<file path="src/verilog/spi_gm_pkg.sv">
// Constants for the serial gain and channel command port.
// Assumes 16-bit frames; shared by the pin front end and the core.
package spi_gm_pkg;
	localparam int FRAME_BITS = 16;
	localparam int COUNT_W = 4;
	localparam int SYNC_W = 3;
	localparam logic [COUNT_W-1:0] COUNT_ZERO = 4'h0;

	// Frame fields
	localparam int OPCODE_HI = 15;
	localparam int OPCODE_LO = 8;
	localparam int GAIN_HI = 7;
	localparam int GAIN_LO = 4;
	localparam int CHAN_HI = 3;
	localparam int CHAN_LO = 0;

	typedef logic [3:0] gain_code_t;
	typedef logic [3:0] channel_code_t;
	typedef logic [FRAME_BITS-1:0] frame_t;

	localparam gain_code_t GAIN_RESET = 4'h0;
	localparam channel_code_t CHANNEL_RESET = 4'h0;
	localparam frame_t FRAME_RESET = 16'h0000;

	// Standalone (three-wire) command set
	localparam logic [7:0] SA_READ_OP = 8'h6A;
	localparam logic [7:0] SA_WRITE_OP = 8'h2A;
	localparam frame_t SA_NOP = 16'h0000;
	localparam frame_t SA_LEAVE_PD = 16'hE100;
	localparam frame_t SA_ENTER_PD = 16'hE1F1;

	// Daisy-chain (four-wire) command set
	localparam logic [7:0] DC_READ_OP = 8'h7A;
	localparam logic [7:0] DC_WRITE_OP = 8'h3A;
	localparam frame_t DC_NOP = 16'h1000;
	localparam frame_t DC_LEAVE_PD = 16'hF100;
	localparam frame_t DC_ENTER_PD = 16'hF1F1;
	localparam logic [7:0] READ_PAD = 8'h00;

	typedef enum logic [2:0] {
		CMD_NONE = 3'b000,
		CMD_READ = 3'b001,
		CMD_WRITE = 3'b010,
		CMD_ENTER_PD = 3'b011,
		CMD_LEAVE_PD = 3'b100
	} cmd_t;
endpackage

</file>
<file path="src/verilog/spi_pins_if.sv">
// Carrier of synchronised serial pin events from the front end to the core.
// Assumes both ends run on the same system clock.
`timescale 1ns/1ns
interface spi_pins_if;
	logic sclk_rise;
	logic sclk_fall;
	logic cs_low;
	logic cs_fall;
	logic cs_rise;
	logic data_in;
	logic shared_in;

	modport front_end (output sclk_rise, sclk_fall, cs_low, cs_fall, cs_rise, data_in, shared_in);
	modport core (input sclk_rise, sclk_fall, cs_low, cs_fall, cs_rise, data_in, shared_in);
endinterface

</file>
<file path="src/verilog/spi_gain_mux_slave_daisy.sv">
// Serial command port of a gain amplifier with input multiplexer.
// Assumes a host SPI master; pins are sampled by sys_clk at 125 MHz.
`timescale 1ns/1ns

// Contract
// - Works in modes 0,0 and 1,1.
// - Sample on rising, change on falling.
// - Non-multiple-of-16 frames are discarded.
// - Chip select fall resets bit alignment.
// - Apply command only at chip select rise.
// - Four-wire output driven only while selected.
// - Three-wire driver off while deselected.
// - Three-wire pin drives after a read.
// - Input bits pass through to output.
// - Chain variant decodes daisy command set.
// - Daisy no-op changes nothing.
// - Sixteen clocks per chained device.
// - Gain bits 7-4, channel bits 3-0.
// - Shutdown enter/leave; write leaves shutdown.
// - Gain and channel reset to zero.
module spi_gain_mux_slave_daisy
	import spi_gm_pkg::*;
#(
	parameter bit THREE_WIRE = 1'b0
)(
	input wire logic sys_clk,
	input wire logic reset,
	input wire logic sclk,
	input wire logic cs_n,
	input wire logic din,
	output logic dout,
	output logic dout_oe,
	input wire logic shared_data_pin_in,
	output logic shared_data_pin_out,
	output logic shared_data_pin_oe,
	output spi_gm_pkg::gain_code_t gain_code,
	output spi_gm_pkg::channel_code_t channel_code,
	output logic power_down,
	output logic frame_accepted
);
	import spi_gm_pkg::*;

	// Bit counter must wrap exactly once per frame
	if (FRAME_BITS != (1 << COUNT_W)) begin : g_bad_frame
		$error("Frame length must equal the counter modulus");
	end

	spi_pins_if pins ();

	spi_pin_sync u_sync (
		.sys_clk(sys_clk),
		.reset(reset),
		.sclk(sclk),
		.cs_n(cs_n),
		.din(din),
		.shared_in_pin(shared_data_pin_in),
		.pins(pins)
	);

	frame_t shift_reg;
	frame_t shift_next;
	logic [COUNT_W-1:0] count_reg;
	logic full_word_reg;
	logic rose_reg;
	logic read_pending_reg;
	gain_code_t gain_reg;
	channel_code_t channel_reg;
	logic power_down_reg;
	logic dout_reg;
	logic dout_oe_reg;
	logic shared_out_reg;
	logic shared_oe_reg;
	logic accepted_reg;

	wire serial_in;
	wire sample;
	wire shift_out;
	wire length_ok;
	wire frame_ok;
	wire [7:0] opcode;
	wire [7:0] read_op;
	wire [7:0] write_op;
	wire frame_t enter_pd_word;
	wire frame_t leave_pd_word;
	wire frame_t read_word;
	cmd_t cmd;

	// Three-wire part listens on its shared pin
	assign serial_in = THREE_WIRE ? pins.shared_in : pins.data_in;
	assign sample = pins.cs_low & pins.sclk_rise;
	assign shift_out = pins.cs_low & pins.sclk_fall & rose_reg;
	assign length_ok = (count_reg == COUNT_ZERO) & full_word_reg;
	assign frame_ok = pins.cs_rise & length_ok;

	assign opcode = shift_reg[OPCODE_HI:OPCODE_LO];
	assign read_op = THREE_WIRE ? SA_READ_OP : DC_READ_OP;
	assign write_op = THREE_WIRE ? SA_WRITE_OP : DC_WRITE_OP;
	assign enter_pd_word = THREE_WIRE ? SA_ENTER_PD : DC_ENTER_PD;
	assign leave_pd_word = THREE_WIRE ? SA_LEAVE_PD : DC_LEAVE_PD;
	assign read_word = {READ_PAD, gain_reg, channel_reg};

	// Command decode; no-op and unknown words fall to CMD_NONE
	always_comb begin
		cmd = CMD_NONE;
		if (shift_reg == enter_pd_word) begin
			cmd = CMD_ENTER_PD;
		end else if (shift_reg == leave_pd_word) begin
			cmd = CMD_LEAVE_PD;
		end else if (opcode == write_op) begin
			cmd = CMD_WRITE;
		end else if (opcode == read_op && shift_reg[GAIN_HI:CHAN_LO] == READ_PAD) begin
			cmd = CMD_READ;
		end
	end

	// Frame start after a read preloads read data, else shifts MSB first
	always_comb begin
		shift_next = shift_reg;
		if (pins.cs_fall && read_pending_reg) begin
			shift_next = read_word;
		end else if (sample) begin
			shift_next = {shift_reg[FRAME_BITS-2:0], serial_in};
		end
	end

	always_ff @(posedge sys_clk or posedge reset) begin
		if (reset) begin
			shift_reg <= FRAME_RESET;
		end else begin
			shift_reg <= shift_next;
		end
	end

	// Bit counter restarts at every frame start
	always_ff @(posedge sys_clk or posedge reset) begin
		if (reset) begin
			count_reg <= COUNT_ZERO;
			full_word_reg <= 1'b0;
			rose_reg <= 1'b0;
		end else if (pins.cs_fall) begin
			count_reg <= COUNT_ZERO;
			full_word_reg <= 1'b0;
			rose_reg <= 1'b0;
		end else if (sample) begin
			count_reg <= count_reg + 1'b1;
			full_word_reg <= full_word_reg | (count_reg == COUNT_W'(FRAME_BITS - 1));
			rose_reg <= 1'b1;
		end
	end

	// Configuration changes only on an accepted frame
	always_ff @(posedge sys_clk or posedge reset) begin
		if (reset) begin
			gain_reg <= GAIN_RESET;
			channel_reg <= CHANNEL_RESET;
			power_down_reg <= 1'b0;
			read_pending_reg <= 1'b0;
		end else if (frame_ok) begin
			read_pending_reg <= (cmd == CMD_READ);
			case (cmd)
				CMD_WRITE: begin
					gain_reg <= shift_reg[GAIN_HI:GAIN_LO];
					channel_reg <= shift_reg[CHAN_HI:CHAN_LO];
					power_down_reg <= 1'b0;
				end
				CMD_ENTER_PD: begin
					power_down_reg <= 1'b1;
				end
				CMD_LEAVE_PD: begin
					power_down_reg <= 1'b0;
				end
				default: begin
					power_down_reg <= power_down_reg;
				end
			endcase
		end
	end

	// Serial output: MSB at frame start, then one bit per falling edge after the first rising edge
	always_ff @(posedge sys_clk or posedge reset) begin
		if (reset) begin
			dout_reg <= 1'b0;
		end else if (pins.cs_fall) begin
			dout_reg <= shift_next[FRAME_BITS-1];
		end else if (shift_out) begin
			dout_reg <= shift_reg[FRAME_BITS-1];
		end
	end

	// Output enables follow chip select; the shared pin enable also needs a pending read
	always_ff @(posedge sys_clk or posedge reset) begin
		if (reset) begin
			dout_oe_reg <= 1'b0;
			shared_oe_reg <= 1'b0;
			shared_out_reg <= 1'b0;
		end else begin
			dout_oe_reg <= ~THREE_WIRE & pins.cs_low;
			shared_oe_reg <= THREE_WIRE & pins.cs_low & read_pending_reg;
			shared_out_reg <= dout_reg;
		end
	end

	always_ff @(posedge sys_clk or posedge reset) begin
		if (reset) begin
			accepted_reg <= 1'b0;
		end else begin
			accepted_reg <= frame_ok;
		end
	end

	assign dout = dout_reg;
	assign dout_oe = dout_oe_reg;
	assign shared_data_pin_out = shared_out_reg;
	assign shared_data_pin_oe = shared_oe_reg;
	assign gain_code = gain_reg;
	assign channel_code = channel_reg;
	assign power_down = power_down_reg;
	assign frame_accepted = accepted_reg;
endmodule

</file>
<file path="src/verilog/spi_pin_sync.sv">
// Two-flop synchronisers and edge finders for the serial pins.
// Assumes pins are asynchronous to sys_clk and change far slower than it.
`timescale 1ns/1ns
module spi_pin_sync
	import spi_gm_pkg::*;
(
	input wire logic sys_clk,
	input wire logic reset,
	input wire logic sclk,
	input wire logic cs_n,
	input wire logic din,
	input wire logic shared_in_pin,
	spi_pins_if.front_end pins
);
	localparam int NPIN = 4;

	logic [NPIN-1:0] raw;
	logic [NPIN-1:0] meta_reg;
	logic [NPIN-1:0] stable_reg;
	logic [NPIN-1:0] last_reg;

	assign raw = {shared_in_pin, din, cs_n, sclk};

	// Stage one is read only by stage two
	genvar i;
	generate
		for (i = 0; i < NPIN; i++) begin : g_sync
			always_ff @(posedge sys_clk or posedge reset) begin
				if (reset) begin
					meta_reg[i] <= 1'b1;
					stable_reg[i] <= 1'b1;
					last_reg[i] <= 1'b1;
				end else begin
					meta_reg[i] <= raw[i];
					stable_reg[i] <= meta_reg[i];
					last_reg[i] <= stable_reg[i];
				end
			end
		end
	endgenerate

	assign pins.sclk_rise = stable_reg[0] & ~last_reg[0];
	assign pins.sclk_fall = ~stable_reg[0] & last_reg[0];
	assign pins.cs_low = ~stable_reg[1];
	assign pins.cs_fall = ~stable_reg[1] & last_reg[1];
	assign pins.cs_rise = stable_reg[1] & ~last_reg[1];
	assign pins.data_in = stable_reg[2];
	assign pins.shared_in = stable_reg[3];
endmodule

</file>
<file path="config.mk">
export PLATFORM = sky130hd
export DESIGN_NAME = spi_gain_mux_slave_daisy
export DESIGN_NICKNAME = d
export VERILOG_FILES = /design/src/verilog/spi_gm_pkg.sv /design/src/verilog/spi_pins_if.sv /design/src/verilog/spi_gain_mux_slave_daisy.sv /design/src/verilog/spi_pin_sync.sv
export SDC_FILE = /design/constraint.sdc
export NUM_CORES = 1
export LEC_CHECK = 0
export ABC_CLOCK_PERIOD_IN_PS = 2200
export BUFFER_PORTS_ARGS = -buffer_cell sky130_fd_sc_hd__buf_2
export CAP_MARGIN = 25
export CORE_MARGIN = 1.5
export CORE_UTILIZATION = 57
export DETAILED_ROUTE_END_ITERATION = 16
export GPL_TIMING_DRIVEN = 1
export PLACE_DENSITY = 0.84
export SLEW_MARGIN = 25
export SYNTH_ARGS = -nofsm -noshare
export SYNTH_HDL_FRONTEND = slang
export SYNTH_SLANG_ARGS = --single-unit
</file>
<file path="constraint.sdc">
create_clock -name sys_clk -period 2.2 [get_ports sys_clk]
set_input_delay 0.44 -clock sys_clk [delete_from_list [all_inputs] [get_ports sys_clk]]
set_output_delay 0.44 -clock sys_clk [all_outputs]
set_load 0.01 [all_outputs]
</file>
# After elaboration in Yosys (flattened, before gate mapping)

Cells that the tools add are included.
W data, S select, Z words.

Mux-type cells: 15
$add $sub $neg: 1
Reductions and logical operators: 11
Bitwise logic cells: 14
Equality and inequality tests: 9

Operators by type and width:

| cell                   | number |
|---|---|
| $eq A16 B16 Y1 const B | 2 |
| $mux W16               | 2 |
| $and A1 B1 Y1          | 9 |
| $eq A8 B6 Y1 const B   | 1 |
| $eq A8 B7 Y1 const B   | 1 |
| $logic_not A8 Y1       | 1 |
| $mux W4                | 2 |
| $reduce_bool A2 Y1     | 4 |
| $mux W1                | 7 |
| $eq A3 B2 Y1 const B   | 2 |
| $mux W3                | 2 |
| $add A4 B1 Y4 const B  | 1 |
| $eq A4 B4 Y1 const B   | 1 |
| $logic_not A4 Y1       | 1 |
| $not A1 Y1             | 4 |
| $reduce_and A2 Y1      | 2 |
| $eq A3 B1 Y1 const B   | 1 |
| $eq A3 B3 Y1 const B   | 1 |
| $logic_and A1 B1 Y1    | 2 |
| $mux W2                | 1 |
| $pmux W1 S2            | 1 |
| $reduce_or A2 Y1       | 1 |
| $or A1 B1 Y1           | 1 |

Output and inout bits: 14
Logic and storage cells: 71
Input bits: 6
Register bits after elaboration: 44

# Depth between registers and ports, before layout

Depth after elaboration: 10
Mapped depth: 7
Gate-level depth less buffers: 6

# Modules after synthesis

Synthesis repeated with hierarchy kept, for this count alone.

Cell total of the unflattened synthesis: 164
Area, all modules: 1883.1 sq um

Modules (own cells, without submodules):

| module                   | area each (sq um) | seq. area each (sq um) | cells each | times used |
|---|---|---|---|---|
| spi_gain_mux_slave_daisy | 1582.8            | 900.9                  | 148        | 1 |
| spi_pin_sync             | 300.3             | 262.8                  | 16         | 1 |

# Least setup slack after synthesis

OpenSTA, ideal clock, no wires.

Kind: reg-to-reg
From: reg count_reg[3]
To: reg channel_reg[0] (netlist: channel_code[0])
Path slack: 0.489 ns
Required time: 2.075 ns
Stages on the path, launching flop included: 6
Period minus slack after synthesis: 1.711 ns
Buffers on the path: 1
Library setup time: 0.125 ns
Arrival: 1.586 ns
Path through: dfrtp_1 nor4b_4 nand3_2 or3_1 buf_6 mux2_4

Word-level cells in the longest chain between the ends: 4

RTL lines:

| item                               | line                            | source |
|---|---|---|
| start, declared                    | spi_gain_mux_slave_daisy.sv:62  | `logic [COUNT_W-1:0] count_reg;` |
| start signal, assigned             | spi_gain_mux_slave_daisy.sv:145 | `count_reg <= count_reg + 1'b1;` |
| $logic_not A4 Y1                   | spi_gain_mux_slave_daisy.sv:92  | `assign length_ok = (count_reg == COUNT_ZERO) & full_word_reg;` |
| $and A1 B1 Y1                      | spi_gain_mux_slave_daisy.sv:92  |  |
| $and A1 B1 Y1                      | spi_gain_mux_slave_daisy.sv:93  | `assign frame_ok = pins.cs_rise & length_ok;` |
| $reduce_and A2 Y1 (no source line) | n/a                             |  |
| end signal, assigned               | spi_gain_mux_slave_daisy.sv:163 | `channel_reg <= shift_reg[CHAN_HI:CHAN_LO];` |
| end, declared                      | spi_gain_mux_slave_daisy.sv:67  | `channel_code_t channel_reg;` |

No other way between the ends.
A chain may end at the register's enable or synchronous reset.

# Worst setup path after layout

From: reg count_reg[3]
To: reg channel_reg[2] (netlist: channel_code[2])

The elaborated chain is that of the path after synthesis.

==> results.md <==
- Ys async rst share: 100.0%
- Post-cts repair resize count: 0
- Main flop type after synthesis: dfrtp_1
- FP Rows: 20
- Worst Setup Start Kind: register
- Multi-input gate area: 706.9 µm²
- First-pass GRT wire length: ~5.4 mm
- Synth Register Bits: 44
- Post-CTS setup buffer count: 0
- Post-Synthesis Cells: 158
- Finished Layout Cells: 224
- Antenna Violating Nets Remaining: 0
- TritonCTS clock tree: yes
- Dpl cells: approximately 220
- Via count: 1229
- Hold Vio Cnt, Final: 0
- Flop2flop setup slack: 200 ps
- P&R area growth vs syn: 11.84%
- Hold crit path type: in2reg
- Clock Skew: 16.22 ps
- Max clock buf depth: 2
- ANT cells: 0
- Worst hold start: cs_n
- RePlAce Congestion: 0.7665
- Detailed Route WL: between 3 and 4 mm
- Ys Warns: 0
- Post-synth EDFFs: 0
- Die area: 3655 µm²
- Largest net degree at the start of global routing: 45
- RSZ-0062 raised after global routing: no
- Fin crit period: 1998 ps
- GRT Overall Usage: 20.77%
- Status: finished, final reports clean
- Worst rel slew slack: 62.13%
- Clock-pin slew on the worst setup and hold paths: 130 ps
- Initial cell density of the core: 60.65%
- Period Utilization, post-route: 90.84%
- Worst path required time: 2460 ps
- I/O pin total: 20
- Leakage: 1.001 nW
- Crit path from: count_reg[3]
- Critical path arrival: ~2300 ps
- Pwr Density: 799.4 nW/µm²
- Worst skew pair latency: 360 ps
- DP Wirelength: around 2.2 mm
- Max cap viols: 0
- DRC Markers: 0
- Post-synthesis sequential area ratio: 59.04%
- Worst R2R Start: count_reg[3]
- Maximum vdd drop: between 0.4 and 0.5 mV
- Fin nets: between 150 and 200
- Register area: 1111 µm²
- Layout cell share with drive strength beyond 1: 28.89%
- Clock Tree Root: clkbuf_4
- Fmax: 500.4 MHz
- Wire per inst: 14.83 µm
- CP Capture Type: register
- # fillers: 251
- CTS buffer count: 5
- Mapped Nets: 166
- Critical-path maximum fanout: 9
- Die Span Y: 60.46 µm
- H-tree Lvls: 2
- Setup TNS: 0 ps
- Die width: 60.46 µm
- CTS sink count: 44
- Avg Cell Area, Syn: 11.91 µm²
- Worst setup path class: reg2reg
- Core Area: between 3000 and 4000 µm²
- Setup Viol. Count Final: 0
- Initial antenna violation count: 0
- Max reg flops: 16
- DR pass1 iterations: 4
- Worst-Margin Slew: about 570 ps
- GRT Residual Overflow: 0
- Slew Limit Fails: 0
- Port bufs: 17
- Starting DRT DRC Count: just under 50
- Hold Buf Count CTS: 0
- Vias in the first global route: 1193
- Netlist Area Pre-Place: 1882 µm²
- Library cells used by synthesis: 40
- Via/cell ratio: between 5 and 6
## cell usage after synthesis, types with 2 or more instances
library cell | number | area [µm²]
ha_1 | 2 | 25.02
nand2_1 | 26 | 97.59
xor2_1 | 2 | 17.52
nor2_1 | 10 | 37.54
clkbuf_1 | 3 | 11.26
dfstp_2 | 8 | 210.2
inv_1 | 5 | 18.77
mux2i_1 | 10 | 100.1
nor3_1 | 2 | 10.01
mux2_4 | 8 | 120.1
nand2b_1 | 2 | 12.51
dfrtp_1 | 36 | 900.9
o21ai_0 | 8 | 40.04
nand3b_1 | 2 | 15.01
a21oi_1 | 7 | 35.03
buf_2 | 3 | 15.01
## metrics by stage
stage / hold slack (ps) / worst slack [ps] / cell area [µm²] / power [mW] / utilization, %
after CTS: 145.7 / 184.2 / 2105 / 1.695 / 67.82
after detailed placement: 348.7 / 199.2 / 2014 / 1.164 / 64.92
final: 155.1 / 201.6 / 2105 / 1.682 / 67.82
after global placement: 346.5 / 264.7 / 2014 / 1.145 / 64.92
after floorplan: 345.2 / 489.1 / 1882 / 1.104 / -
after global routing: 132.1 / 97.15 / 2105 / 1.767 / 67.82
## power by group
group	leakage (nW)	internal (mW)	switching, mW	total [mW]
clock	0.0484	0.272	0.263	0.535
combinational	0.382	0.0723	0.0796	0.152
sequential	0.570	0.898	0.0970	0.995
## cell families after synthesis
logic type | after synthesis | synth area share (%)
flops | 44 | 59.04
compound gates | 21 | 6.649
simple gates | 56 | 16.29
xor+xnor | 3 | 1.397
fa+ha+maj | 2 | 1.330
mux | 18 | 11.70
other cells | 1 | 0.1993
buf+inv | 13 | 3.391
## critical path: stages (launching register included)
cell and delay [ps]:
dfrtp_1 450, nor4b_4 280, nand3_2 150, or3_1 630, mux2_4 390
## final cells by class
| type | count | area share (%) |
|---|---|---|
| flip-flops and latches | 44 | 52.79 |
| well taps | 44 | 2.616 |
| clock inverters | 2 | 1.843 |
| repair buffers | 22 | 5.826 |
| inverters | 5 | 0.8918 |
| multi-input cells | 101 | 33.59 |
| clock buffers | 6 | 2.438 |
## path summary, 6_finish.rpt
path | endpoint | depth (start not counted)
max reg2reg | channel_code[2] | 4
min reg2reg | u_sync.stable_reg[1] | 0
max | channel_code[2] | 4
max in group asynchronous | u_sync.stable_reg[0] | 3
min in group asynchronous | channel_code[2] | 3
min | u_sync.meta_reg[1] | 1
## layer usage
layer,track usage [%],part of all wire [%],vias to the layer above
li1,-,-,573
met3,5.117,4.3,7
met4,10.25,2.0,0
met5,0,0,-
met2,33.70,49,28
met1,26.20,45,621
## layout by cell type (no fill, tap or decap), types with 7 or more instances in the layout
master,n
mux2i_1,10
mux2_4,8
nor2_1,10
dfrtp_1,36
nand2_1,26
dfstp_2,8
buf_2,17
o21ai_0,8
a21oi_1,7
Note: power is estimated with default switching activity, not from simulation.
